### src/rtl/srwd_consts.svh
// Constants of the supply supervisor and windowed watchdog.
`ifndef SRWD_CONSTS_SVH
`define SRWD_CONSTS_SVH

// Clock rate and printed times.
`define SRWD_CLK_MHZ 125
`define SRWD_RST_OPEN_US 750
`define SRWD_RST_PUMP_MS 200
`define SRWD_WD_INT_MS 1600
`define SRWD_FILT_NS 1000

// Derived cycle counts.
`define SRWD_RST_OPEN_CYC (`SRWD_RST_OPEN_US * `SRWD_CLK_MHZ)
`define SRWD_RST_PUMP_CYC (`SRWD_RST_PUMP_MS * 1000 * `SRWD_CLK_MHZ)
`define SRWD_FILT_CYC ((`SRWD_FILT_NS * `SRWD_CLK_MHZ + 999) / 1000)

// Watchdog clock counts.
`define SRWD_WD_INT_EXPIRY 8193
`define SRWD_WD_EXT_EXPIRY 129
`define SRWD_WD_INT_DIV 32
`define SRWD_WD_EXT_LOWER 5
`define SRWD_WD_INT_UPPER (`SRWD_WD_INT_EXPIRY - 1)
`define SRWD_WD_EXT_UPPER (`SRWD_WD_EXT_EXPIRY - 1)
`define SRWD_WD_INT_LOWER (`SRWD_WD_INT_EXPIRY / `SRWD_WD_INT_DIV)
`define SRWD_WD_INT_TICK_CYC \
    (`SRWD_WD_INT_MS * 1000 * `SRWD_CLK_MHZ / `SRWD_WD_INT_EXPIRY)

// Strap codes.
`define SRWD_RT_OPEN 2'h0
`define SRWD_RT_PUMP 2'h1
`define SRWD_WT_GND 2'h0
`define SRWD_WT_BIAS 2'h1

// Synchroniser bit positions.
`define SRWD_IN_SENSE 0
`define SRWD_IN_PUMP 1
`define SRWD_IN_UVLO 2
`define SRWD_IN_KICK 3
`define SRWD_IN_EN_LOW 4
`define SRWD_IN_EN_HIGH 5
`define SRWD_IN_OV_LOW 6
`define SRWD_IN_UV_LOW 7
`define SRWD_IN_OV_HIGH 8
`define SRWD_IN_UV_HIGH 9
`define SRWD_IN_RT 10
`define SRWD_IN_WT 12
`define SRWD_IN_W 14

// Register offsets and reset values.
`define SRWD_REG_RT_CAP 8'h00
`define SRWD_REG_WT_CAP 8'h04
`define SRWD_REG_STATUS 8'h08
`define SRWD_REG_IRQ_STAT 8'h0c
`define SRWD_REG_IRQ_MASK 8'h10
`define SRWD_RT_CAP_RST 32'h0040_0000
`define SRWD_WT_CAP_RST 32'h0000_1000
`define SRWD_IRQ_MASK_RST 4'h0

// Interrupt bit positions.
`define SRWD_EV_SUPPLY 0
`define SRWD_EV_EARLY 1
`define SRWD_EV_LATE 2
`define SRWD_EV_PGOOD 3
`define SRWD_EV_W 4

`endif

### src/rtl/srwd_pkg.sv
// Types of the supply supervisor and windowed watchdog.
`include "srwd_consts.svh"
package srwd_pkg;

    typedef enum logic [1:0] {
        SRWD_HOLD,
        SRWD_TIMEOUT,
        SRWD_RUN
    } srwd_state_t;

    typedef struct packed {
        logic [`SRWD_IN_W-1:0] sync1;
        logic [`SRWD_IN_W-1:0] sync2;
        logic kick_prev;
        logic filt_ok;
        logic [7:0] filt_cnt;
        logic [1:0] strap_cnt;
        logic [1:0] rt_mode;
        logic [1:0] wt_mode;
        srwd_state_t state;
        logic [31:0] tmo_cnt;
        logic [31:0] tick_cnt;
        logic [13:0] wd_cnt;
        logic rst_pull;
        logic pg_low_pull;
        logic pg_high_pull;
        logic [31:0] rt_cap;
        logic [31:0] wt_cap;
        logic [`SRWD_EV_W-1:0] irq_stat;
        logic [`SRWD_EV_W-1:0] irq_mask;
        logic irq;
        logic [31:0] rdata;
    } srwd_regs_t;

endpackage

### src/rtl/srwd_supervisor.sv
// Supply supervisor: reset generator, windowed watchdog, power-good pins.
//
// Operation
// RULE_01: Reset pulled low while sense is low or pump is out of regulation.
// RULE_02: After both conditions are good, hold reset one timeout then release.
// RULE_03: Qualifying conditions are glitch filtered before they take effect.
// RULE_04: Undervoltage lockout holds reset low and blocks the timeout start.
// RULE_05: Reset timeout chosen by strap: open, tied to pump, or capacitor.
// RULE_06: Watchdog runs only while sense is above threshold.
// RULE_07: Kicks spaced inside the window keep reset released.
// RULE_08: Early kick or missing kick asserts reset one timeout, then restarts.
// RULE_09: Watchdog counter stays cleared while reset is asserted; code clears it one cycle after a filter fall in run pulls reset.
// RULE_10: Upper window limit is one watchdog clock before expiry.
// RULE_11: Internal mode expires at 8193 ticks, lower limit one thirty-second.
// RULE_12: External mode expires at 129 ticks, upper limit at tick 128.
// RULE_13: External mode lower limit is five ticks in.
// RULE_14: Watchdog strap: grounded disables, bias gives internal, else cap.
// RULE_15: Both power-good pins low when both enables low or in lockout.
// RULE_16: Otherwise each power-good pin low while its rail is out of window.
// RULE_17: Open-drain pins are pull-low enables; comparators come synchronised.
`timescale 1ns/1ns
`include "srwd_consts.svh"
module srwd_supervisor
    import srwd_pkg::*;
#(
    parameter int unsigned P_RST_OPEN_CYC = `SRWD_RST_OPEN_CYC,
    parameter int unsigned P_RST_PUMP_CYC = `SRWD_RST_PUMP_CYC,
    parameter int unsigned P_WD_INT_TICK_CYC = `SRWD_WD_INT_TICK_CYC
) (
    input wire logic i_clk,
    input wire logic i_rst,
    input wire logic i_ce,
    input wire logic i_reset_sense_in,
    input wire logic i_pump_in_regulation,
    input wire logic i_uvlo,
    input wire logic i_watchdog_kick_in,
    input wire logic i_low_rail_enable,
    input wire logic i_high_rail_enable,
    input wire logic i_low_rail_over,
    input wire logic i_low_rail_under,
    input wire logic i_high_rail_over,
    input wire logic i_high_rail_under,
    input wire logic [1:0] i_reset_timing_strap,
    input wire logic [1:0] i_watchdog_timing_strap,
    input wire logic [7:0] i_addr,
    input wire logic [31:0] i_wdata,
    input wire logic i_wr,
    input wire logic i_rd,
    output logic [31:0] o_rdata,
    output logic o_irq,
    output logic o_reset_out,
    output logic o_reset_oe,
    output logic o_good_low_rail_out,
    output logic o_good_low_rail_oe,
    output logic o_good_high_rail_out,
    output logic o_good_high_rail_oe
);

    srwd_regs_t s;
    srwd_regs_t next_s;

    logic uvlo;
    logic raw_ok;
    logic kick_fall;
    logic wd_on;
    logic wd_ext;
    logic [13:0] wd_upper;
    logic [13:0] wd_lower;
    logic [31:0] tick_period;
    logic [31:0] tmo_limit;
    logic tick;
    logic en_any;
    logic [`SRWD_EV_W-1:0] ev;
    logic [`SRWD_EV_W-1:0] clr;

    // Decoded views of the registered, synchronised inputs.
    assign uvlo = s.sync2[`SRWD_IN_UVLO];
    assign raw_ok = s.sync2[`SRWD_IN_SENSE] & s.sync2[`SRWD_IN_PUMP];
    assign kick_fall = s.kick_prev & ~s.sync2[`SRWD_IN_KICK];
    assign en_any = s.sync2[`SRWD_IN_EN_LOW] | s.sync2[`SRWD_IN_EN_HIGH];
    assign wd_ext = (s.wt_mode != `SRWD_WT_BIAS);
    // RULE_14: watchdog mode select
    assign wd_on = (s.wt_mode != `SRWD_WT_GND) && (s.strap_cnt == 2'h3);
    // RULE_11: internal window limits
    // RULE_12: external window limits
    // RULE_13: external lower limit
    assign wd_upper = wd_ext ? 14'(`SRWD_WD_EXT_UPPER)
                             : 14'(`SRWD_WD_INT_UPPER);
    assign wd_lower = wd_ext ? 14'(`SRWD_WD_EXT_LOWER)
                             : 14'(`SRWD_WD_INT_LOWER);
    // A zero capacitor period would stall the watchdog clock, so it is one.
    assign tick_period = wd_ext ? ((s.wt_cap == 32'h0) ? 32'h1 : s.wt_cap)
                                : 32'(P_WD_INT_TICK_CYC);
    assign tick = (s.tick_cnt >= tick_period - 32'h1);

    // RULE_05: reset timeout select
    always_comb begin
        unique case (s.rt_mode)
            `SRWD_RT_OPEN: tmo_limit = 32'(P_RST_OPEN_CYC);
            `SRWD_RT_PUMP: tmo_limit = 32'(P_RST_PUMP_CYC);
            default: tmo_limit = (s.rt_cap == 32'h0) ? 32'h1 : s.rt_cap;
        endcase
    end

    assign clr = (i_wr && i_addr == `SRWD_REG_IRQ_STAT)
               ? i_wdata[`SRWD_EV_W-1:0] : '0;

    always_comb begin
        next_s = s;
        ev = '0;
        if (i_ce) begin
            // RULE_17: inputs pass two flip-flops
            next_s.sync1 = {i_watchdog_timing_strap, i_reset_timing_strap,
                            i_high_rail_under, i_high_rail_over,
                            i_low_rail_under, i_low_rail_over,
                            i_high_rail_enable, i_low_rail_enable,
                            i_watchdog_kick_in, i_uvlo,
                            i_pump_in_regulation, i_reset_sense_in};
            next_s.sync2 = s.sync1;
            next_s.kick_prev = s.sync2[`SRWD_IN_KICK];

            // Straps are taken once the synchroniser holds real pin levels.
            if (s.strap_cnt != 2'h3) begin
                next_s.strap_cnt = s.strap_cnt + 2'h1;
                next_s.rt_mode = s.sync2[`SRWD_IN_RT+:2];
                next_s.wt_mode = s.sync2[`SRWD_IN_WT+:2];
            end

            // RULE_03: qualifying glitch filter
            if (raw_ok == s.filt_ok) begin
                next_s.filt_cnt = 8'h0;
            end else if (s.filt_cnt == 8'(`SRWD_FILT_CYC - 1)) begin
                next_s.filt_ok = raw_ok;
                next_s.filt_cnt = 8'h0;
            end else begin
                next_s.filt_cnt = s.filt_cnt + 8'h1;
            end

            unique case (s.state)
                SRWD_HOLD: begin
                    // RULE_04: timeout waits for lockout
                    if (!uvlo && s.filt_ok && s.strap_cnt == 2'h3) begin
                        next_s.state = SRWD_TIMEOUT;
                        next_s.tmo_cnt = 32'h0;
                    end
                end
                SRWD_TIMEOUT: begin
                    if (uvlo || !s.filt_ok) begin
                        next_s.state = SRWD_HOLD;
                    // RULE_02: release after timeout
                    end else if (s.tmo_cnt >= tmo_limit - 32'h1) begin
                        next_s.state = SRWD_RUN;
                        next_s.tick_cnt = 32'h0;
                    end else begin
                        next_s.tmo_cnt = s.tmo_cnt + 32'h1;
                    end
                end
                SRWD_RUN: begin
                    // RULE_01: supply fault pulls reset
                    if (uvlo || !s.filt_ok) begin
                        next_s.state = SRWD_HOLD;
                        ev[`SRWD_EV_SUPPLY] = 1'b1;
                    // RULE_06: watchdog only while sense good
                    end else if (wd_on) begin
                        next_s.tick_cnt = tick ? 32'h0 : s.tick_cnt + 32'h1;
                        if (kick_fall && s.wd_cnt < wd_lower) begin
                            // RULE_08: early kick resets
                            next_s.state = SRWD_TIMEOUT;
                            next_s.tmo_cnt = 32'h0;
                            ev[`SRWD_EV_EARLY] = 1'b1;
                        end else if (kick_fall) begin
                            // RULE_07: valid kick restarts window
                            next_s.wd_cnt = 14'h0;
                            next_s.tick_cnt = 32'h0;
                        end else if (s.wd_cnt == wd_upper) begin
                            // RULE_10: upper limit expiry
                            next_s.state = SRWD_TIMEOUT;
                            next_s.tmo_cnt = 32'h0;
                            ev[`SRWD_EV_LATE] = 1'b1;
                        end else if (tick) begin
                            next_s.wd_cnt = s.wd_cnt + 14'h1;
                        end
                    end
                end
            endcase

            // RULE_09: counter cleared outside run
            // RULE_14: cleared when disabled
            if (next_s.state != SRWD_RUN || !wd_on) begin
                next_s.wd_cnt = 14'h0;
            end
            // A failing filter pulls reset in the same edge as it falls.
            next_s.rst_pull = (next_s.state != SRWD_RUN) || !next_s.filt_ok;

            // RULE_15: both pins low when off
            // RULE_16: per-rail window check
            if (uvlo || !en_any) begin
                next_s.pg_low_pull = 1'b1;
                next_s.pg_high_pull = 1'b1;
            end else begin
                next_s.pg_low_pull = s.sync2[`SRWD_IN_OV_LOW]
                                   | s.sync2[`SRWD_IN_UV_LOW];
                next_s.pg_high_pull = s.sync2[`SRWD_IN_OV_HIGH]
                                    | s.sync2[`SRWD_IN_UV_HIGH];
            end
            ev[`SRWD_EV_PGOOD] = (next_s.pg_low_pull & ~s.pg_low_pull)
                               | (next_s.pg_high_pull & ~s.pg_high_pull);

            // Register bus; a new event wins over its own clear.
            next_s.irq_stat = (s.irq_stat & ~clr) | ev;
            if (i_wr) begin
                unique case (i_addr)
                    `SRWD_REG_RT_CAP: next_s.rt_cap = i_wdata;
                    `SRWD_REG_WT_CAP: next_s.wt_cap = i_wdata;
                    `SRWD_REG_IRQ_MASK:
                        next_s.irq_mask = i_wdata[`SRWD_EV_W-1:0];
                    default: ;
                endcase
            end
            next_s.rdata = 32'h0;
            if (i_rd) begin
                unique case (i_addr)
                    `SRWD_REG_RT_CAP: next_s.rdata = s.rt_cap;
                    `SRWD_REG_WT_CAP: next_s.rdata = s.wt_cap;
                    `SRWD_REG_STATUS: next_s.rdata = {2'h0, s.wd_cnt,
                        4'h0, s.wt_mode, s.rt_mode, 3'h0, uvlo, s.filt_ok,
                        s.pg_high_pull, s.pg_low_pull, s.rst_pull};
                    `SRWD_REG_IRQ_STAT:
                        next_s.rdata = 32'(s.irq_stat);
                    `SRWD_REG_IRQ_MASK:
                        next_s.rdata = 32'(s.irq_mask);
                    default: next_s.rdata = 32'h0;
                endcase
            end
            next_s.irq = |(next_s.irq_stat & next_s.irq_mask);
        end
    end

    always_ff @(posedge i_clk) begin
        if (i_rst) begin
            s <= '0;
            s.state <= SRWD_HOLD;
            s.rst_pull <= 1'b1;
            s.pg_low_pull <= 1'b1;
            s.pg_high_pull <= 1'b1;
            s.rt_cap <= `SRWD_RT_CAP_RST;
            s.wt_cap <= `SRWD_WT_CAP_RST;
            s.irq_mask <= `SRWD_IRQ_MASK_RST;
        end else begin
            s <= next_s;
        end
    end

    // RULE_17: pull-low enables only
    assign o_reset_out = 1'b0;
    assign o_reset_oe = s.rst_pull;
    assign o_good_low_rail_out = 1'b0;
    assign o_good_low_rail_oe = s.pg_low_pull;
    assign o_good_high_rail_out = 1'b0;
    assign o_good_high_rail_oe = s.pg_high_pull;
    assign o_irq = s.irq;
    assign o_rdata = s.rdata;
endmodule

### config.mk
export PLATFORM = sky130hd
export DESIGN_NAME = srwd_supervisor
export DESIGN_NICKNAME = d
export VERILOG_FILES = /design/src/rtl/srwd_pkg.sv /design/src/rtl/srwd_supervisor.sv
export VERILOG_INCLUDE_DIRS = /design/src /design/src/rtl
export SDC_FILE = /design/constraint.sdc
export NUM_CORES = 1
export LEC_CHECK = 0
export BUFFER_PORTS_ARGS = -buffer_cell sky130_fd_sc_hd__clkbuf_2
export CAP_MARGIN = 10
export CELL_PAD_IN_SITES_DETAIL_PLACEMENT = 1
export CELL_PAD_IN_SITES_GLOBAL_PLACEMENT = 1
export CORE_ASPECT_RATIO = 0.7
export CORE_MARGIN = 2
export CORE_UTILIZATION = 47
export CTS_BUF_LIST = sky130_fd_sc_hd__clkbuf_2
export DETAILED_ROUTE_END_ITERATION = 10
export GPL_ROUTABILITY_DRIVEN = 0
export MAX_ROUTING_LAYER = met4
export PLACE_DENSITY = 0.93
export SYNTH_ARGS = -nofsm -noshare
export SYNTH_HDL_FRONTEND = slang
export SYNTH_SLANG_ARGS = --single-unit
### constraint.sdc
create_clock -name i_clk -period 7.04 [get_ports i_clk]
set_clock_uncertainty 0.15 [all_clocks]
set_input_delay 1.408 -clock i_clk [delete_from_list [all_inputs] [get_ports i_clk]]
set_output_delay 1.408 -clock i_clk [all_outputs]
set_load 0.1 [all_outputs]
* Word-level counts from Yosys, hierarchy flattened
Index checks and enable logic that the tools add are counted.
** Word-level totals
- Register bits :: 232
- Logic and storage cells :: 156
- Output and inout bits :: 39
- Input port bits :: 59
** Operators by class
- Bitwise logic cells :: 15
- Reductions and logical operators :: 31
- Eq/ne operators :: 28
- Add/sub/neg operators :: 7
- Order comparisons :: 3
- Muxes and demuxes :: 51
** Operators with widths (count)
- $mux 32 :: 8
- $mux 34 :: 5
- $pmux 32 s5 :: 1
- $pmux 32 s2 :: 2
- $pmux 34 s3 :: 1
- $mux 14 :: 6
- $mux 80 :: 1
- $mux 78 :: 1
- $add 32x1->32 const B :: 2
- $ge 32x32->1 :: 2
- $logic_not 32->1 :: 2
- $mux 64 :: 1
- $sub 32x1->32 const B :: 2
- $mux 46 :: 1
- $eq 8x4->1 const B :: 2
- $mux 4 :: 4
- $mux 8 :: 2
- $ne 3x3->1 const B :: 5
- $add 14x1->14 const B :: 1
- $eq 14x14->1 :: 1
- $lt 14x9->1 :: 1
- $mux 2 :: 7
- $ne 2x2->1 const B :: 6
- $mux 9 :: 1
- other kinds (32) :: 70

* Longest topological paths before layout
- Depth after elaboration :: 17
- Depth in mapped cells :: 24
- Depth with buffers taken out :: 22

* Worst setup path after synthesis
No wires, ideal clock.
- Path type :: reg2reg
- Start point :: register s[73] (netlist bit)
- End point :: register s[121] (netlist bit)
- Clock period less this slack :: 6144 ps
- Arrival :: 5920 ps
- Data required time :: 6816 ps
- Path buffers :: 1
- Setup slack :: 896 ps
- Library setup time :: 74 ps
- Stages on the path, launching flop included :: 23
- Cell sequence :: dfxtp_1 -> or4_1 -> or3_1 -> or4_1 -> nor2_1 -> o21ai_0 -> ha_1 -> nor2b_1 -> o21ai_1 -> nor4_1 -> nand4_1 -> a2111oi_0 -> nand4_1 -> nand3_1 -> ha_1 -> nand4_1 -> or4_1 -> a31oi_1 -> o21ai_0 -> a2111oi_1 -> clkbuf_1 -> a41oi_1 -> a31oi_1
** On the way
- Word-level cells in the longest chain between the ends :: 13
- Elaborated cells on any way between the ends :: 19
- Classes of those cells :: add/sub (1); order compare (1); eq/ne (4); mux (7); reduce/logical (6)
** RTL lines
- start: declaration :: RTL line srwd_supervisor.sv:59 : srwd_regs_t s;
- start signal: assignment :: RTL line srwd_supervisor.sv:250 : s <= next_s;
- $logic_not 32->1 :: RTL line srwd_supervisor.sv:101 : default: tmo_limit = (s.rt_cap == 32'h0) ? 32'h1 : s.rt_cap;
- $mux 32 * :: RTL line srwd_supervisor.sv:101
- $pmux 32 s2 * :: RTL line srwd_supervisor.sv:98 : unique case (s.rt_mode)
- $sub 32x1->32 * :: RTL line srwd_supervisor.sv:151 : end else if (s.tmo_cnt >= tmo_limit - 32'h1) begin
- $ge 32x32->1 * :: RTL line srwd_supervisor.sv:151
- $mux 2 * :: RTL line srwd_supervisor.sv:151
- $mux 2 * :: RTL line srwd_supervisor.sv:148 : if (uvlo || !s.filt_ok) begin
- $pmux 34 s3 * :: RTL line srwd_supervisor.sv:139 : unique case (s.state)
- $mux 34 * :: RTL line srwd_supervisor.sv:111 : if (i_ce) begin
- $ne 2x2->1 * :: RTL line srwd_supervisor.sv:189 : if (next_s.state != SRWD_RUN || !wd_on) begin
- $logic_or 1x1->1 * :: RTL line srwd_supervisor.sv:189
- $ne 3x2->1 (no source line) (tied with other cells)
- $reduce_and 7->1 (no source line)
Mark *: on every way between the ends. The rest lies on a longest branch, timed or not. The select of a mux whose other input is x is not followed.
A chain may end at the register's enable or synchronous reset.

* Worst setup path after layout
- Start point :: register s[43] (netlist bit)
- End point :: register s[125] (netlist bit)
** On the way
- Word-level cells in the longest chain between the ends :: 11
** RTL lines
- $logic_not 32->1 :: RTL line srwd_supervisor.sv:92 : assign tick_period = wd_ext ? ((s.wt_cap == 32'h0) ? 32'h1 : s.wt_cap)
- $mux 32 * (2 in a row) :: RTL line srwd_supervisor.sv:92
- $sub 32x1->32 * :: RTL line srwd_supervisor.sv:94 : assign tick = (s.tick_cnt >= tick_period - 32'h1);
- $ge 32x32->1 * :: RTL line srwd_supervisor.sv:94
- $mux 32 * :: RTL line srwd_supervisor.sv:165 : next_s.tick_cnt = tick ? 32'h0 : s.tick_cnt + 32'h1;
- $mux 32 :: RTL line srwd_supervisor.sv:171 : end else if (kick_fall) begin
- $mux 46 * :: RTL line srwd_supervisor.sv:166 : if (kick_fall && s.wd_cnt < wd_lower) begin
- $mux 80 * :: RTL line srwd_supervisor.sv:164 : end else if (wd_on) begin
- $mux 78 * :: RTL line srwd_supervisor.sv:160 : if (uvlo || !s.filt_ok) begin
- $pmux 32 s2 * :: RTL line srwd_supervisor.sv:139
Marks and branches as above.

==> metrics.yaml <==
post_cts_resize_count: 0
cellLeakagePower_nw: 5.77
drtPass1Iterations: 6
critPathRequiredTime_ps: 7720
finalSetupViolations: 0
avgSynthCellArea_sq_um: 7.84
power_per_cell_area_mw_per_mm2: 168
synthTopCellsByArea: "sky130_fd_sc_hd__dfxtp_1 34%, sky130_fd_sc_hd__nand2_1 7.4%, sky130_fd_sc_hd__ha_1 7.2%"
synth.cells.most_frequent: "266 x sky130_fd_sc_hd__nand2_1, 232 x sky130_fd_sc_hd__dfxtp_1, 198 x sky130_fd_sc_hd__nor2_1"
peakVddDrop_mv: 0.125
avgRoutedWirePerCell_microns: 20.8
whs_ps: 354
cts_inserted_buffers: 58
result_of_the_run: "finished clean"
detailedPlace.worstSlack_ps: 381
finalNetCount: 1926
routed_wl_microns: 45800
global_route.overflow_total: 0
synth-warning-count: 0
portBuffers: 94
async_reset_ff_share_pct: 0
grt_setup_unrepaired: "no"
fp.dieW_microns: 207
cts_buffer_depth: 3
floorplan.io_pins: 98
cts_hold_repair.buffers: 0
fillCellCount: 3529
final_layout_size_suffix_gt1_share_pct: 13.0
area_of_the_die_sq_mm: 0.0301
clock_latency_ps: 990
vias_in_the_first_global_route: 13800
synth_top_area_share_pct: 34.4
first_pass_grt_wire_length_microns: 72900
ys.flop_type: "sky130_fd_sc_hd__dfxtp_1"
yosysTopAreaCell: "sky130_fd_sc_hd__dfxtp_1"
antenna_violations_before_repair: 2
floorplan.initialDensity_pct: 48.2
grt_max_degree: 84
finalPower_mw: 2.47
num_vias: 13600
syn-instance-count: 1722
number_of_maximum_capacitance_constraint_violations: 0
multi_input_comb_area_sq_mm: 0.00819
achievable-frequency_mhz: 152
timing_max_transition_violations_final: 0
synth_enable_flop_cells: 0
synth.lib_cells_used.distinct: 72
synth-seq-area-share_pct: 34.4
global_route.usage.total_pct: 31.0
ys_ff_latch: 232
path_class: "reg -> reg"
detail_route.vias_per_cell: 6.18
sequential_cell_area_sq_mm: 0.00464
critical_path_start_type: "flip-flop"
dp_cells: 2098
hpwlAfterDp_microns: 33800
dominant_cell_by_count_in_the_synthesized_netlist: "sky130_fd_sc_hd__nand2_1"
final_period_minus_worst_setup_slack_ps: 6600
areaGrowthSynthToFinish_pct: 8.70
hp-class: "reg -> reg"
die_h_microns: 146
drc: 0
number_of_non_filler_instances_in_the_completed_layout: 2201
first_drt_iteration_drcs: 1299
timing.final.hold_violations: 0
cts_max_level: 2
arrival_time_at_the_worst_endpoint_ps: 7280
cts.repair_timing.setup_buffer_count: 0
cts.reportedPaths.clkPinSlew_ps: 100
cts_tree: "done"
fp-row-count: 51
worst_setup_path_end_kind: "flip-flop"
postLayoutSetupSlackWorst_ps: 442
route.antenna.remaining_nets: 0
max-slew-margin-rel_pct: 24.6
cts_num_sinks: 232
setup-tns-final_ps: 0
post_synth_instance_area_sq_mm: 0.0135
worst_pin_slew_ps: 1120
post-route-period-util_pct: 93.7
critical_path_peak_fanout: 24
floorplan.core_area_sq_mm: 0.0280
ctsRootBufferMaster: "sky130_fd_sc_hd__clkbuf_2"
[path summary, 6_finish.rpt]
check        cells past startpoint  slack [ps]           startpoint                   to
max                             21         440   s[43]$_SDFFE_PP0P_  s[125]$_SDFFE_PP0P_
min                              2         350  s[185]$_SDFFE_PP0P_  s[185]$_SDFFE_PP0P_
max reg2reg                     21         440   s[43]$_SDFFE_PP0P_  s[125]$_SDFFE_PP0P_
min reg2reg                      2         350  s[185]$_SDFFE_PP0P_  s[185]$_SDFFE_PP0P_
[cell families (layout without fill, tap and decap cells)]
family | after synthesis | in the layout | share of synthesized area [%]
multiplexers | 62 | 62 | 4.99
buffers and inverters | 157 | 261 | 5.37
AND/OR/NAND/NOR | 747 | 747 | 26.0
flip-flops | 232 | 232 | 34.4
AO/OA/AOI/OAI | 356 | 356 | 16.2
XOR/XNOR | 89 | 89 | 5.77
other | 1 | 5 | 0.0278
adder cells (fa/ha/maj) | 78 | 78 | 7.23
[state kept, by name (all words and copies together), names as in the netlist]
signal               flops
o_irq                    1
o_good_high_rail_oe      1
s                      196
o_good_low_rail_oe       1
o_rdata                 32
o_reset_oe               1
[report_power, final]
| group | total [mW] | switching, mW | internal [mW] | leakage [nW] |
|---|---|---|---|---|
| Clock | 0.939 | 0.597 | 0.341 | 0.379 |
| Sequential | 1.34 | 0.0124 | 1.33 | 1.87 |
| Combinational | 0.189 | 0.131 | 0.0581 | 3.52 |
| Total | 2.47 | 0.741 | 1.73 | 5.77 |
[metal layers]
layer  routed length [microns]  share of wire (%)  vias up  track usage [%]
met5                         0                  0        -                -
met4                      1470                3.2        0             11.1
met3                      4180                9.1      121             8.13
met2                     20400                 45      576             46.1
met1                     19800                 43     6679             40.5
li1                          -                  -     6223                -
[critical path, stage by stage (launching register included)]
cell,delay (ps)
sky130_fd_sc_hd__dfxtp_1,420
sky130_fd_sc_hd__or4_1,630
sky130_fd_sc_hd__nor4_1,880
sky130_fd_sc_hd__nand3b_1,290
sky130_fd_sc_hd__nor4_1,460
sky130_fd_sc_hd__nor3_1,170
sky130_fd_sc_hd__ha_1,280
sky130_fd_sc_hd__nand2_1,250
sky130_fd_sc_hd__or2_2,190
sky130_fd_sc_hd__nor3_1,50
sky130_fd_sc_hd__xor2_1,150
sky130_fd_sc_hd__nand2_1,80
sky130_fd_sc_hd__ha_1,310
sky130_fd_sc_hd__nand4_1,160
sky130_fd_sc_hd__nor2_1,260
sky130_fd_sc_hd__nand2_1,100
sky130_fd_sc_hd__nor4_1,390
sky130_fd_sc_hd__o31a_1,420
sky130_fd_sc_hd__nor2_1,200
sky130_fd_sc_hd__o21ai_1,210
sky130_fd_sc_hd__buf_4,330
sky130_fd_sc_hd__nor2_1,80
[cells in the final DEF (no fill, tap or decap), types with 8 or more instances in the layout]
cell type and instances:
sky130_fd_sc_hd__clkbuf_2 171, sky130_fd_sc_hd__buf_4 33, sky130_fd_sc_hd__nand4_1 34, sky130_fd_sc_hd__or3_1 23
sky130_fd_sc_hd__nor2_1 198, sky130_fd_sc_hd__mux2i_1 56, sky130_fd_sc_hd__xor2_1 43, sky130_fd_sc_hd__a22oi_1 35
sky130_fd_sc_hd__nand3b_1 16, sky130_fd_sc_hd__xnor2_1 46, sky130_fd_sc_hd__clkinv_1 18, sky130_fd_sc_hd__a21oi_1 145
sky130_fd_sc_hd__nor3_1 47, sky130_fd_sc_hd__and3_1 24, sky130_fd_sc_hd__inv_1 33, sky130_fd_sc_hd__a21o_1 14
sky130_fd_sc_hd__and4_1 8, sky130_fd_sc_hd__and2_1 12, sky130_fd_sc_hd__nand2_1 266, sky130_fd_sc_hd__a31oi_1 19
sky130_fd_sc_hd__nor4_1 17, sky130_fd_sc_hd__or4_1 13, sky130_fd_sc_hd__o21ai_0 71, sky130_fd_sc_hd__a41oi_1 12
sky130_fd_sc_hd__nor2b_1 10, sky130_fd_sc_hd__dfxtp_1 232, sky130_fd_sc_hd__a211oi_1 12, sky130_fd_sc_hd__nand2b_1 9
sky130_fd_sc_hd__nand3_1 48, sky130_fd_sc_hd__ha_1 78
[per-stage QoR]
stage | area, sq um | utilization [%]
2_1_floorplan | 13500 | -
3_3_place_gp | 14100 | 50.4
3_5_place_dp | 14100 | 50.4
4_1_cts | 14600 | 52.2
5_1_grt | 14700 | 52.4
6_report | 14700 | 52.4
[layout make-up]
class                           instances  area share, %
Clock buffer                           79           2.69
Clock inverter                         20          0.742
Inverter                               35          0.895
Timing Repair Buffer                  127           5.05
Sequential cell                       232           31.6
Multi-Input combinational cell       1335           55.8
Tap cell                              371           3.16
Antenna cell                            2         0.0341
No activity file was read; power rests on OpenSTA's default activity.
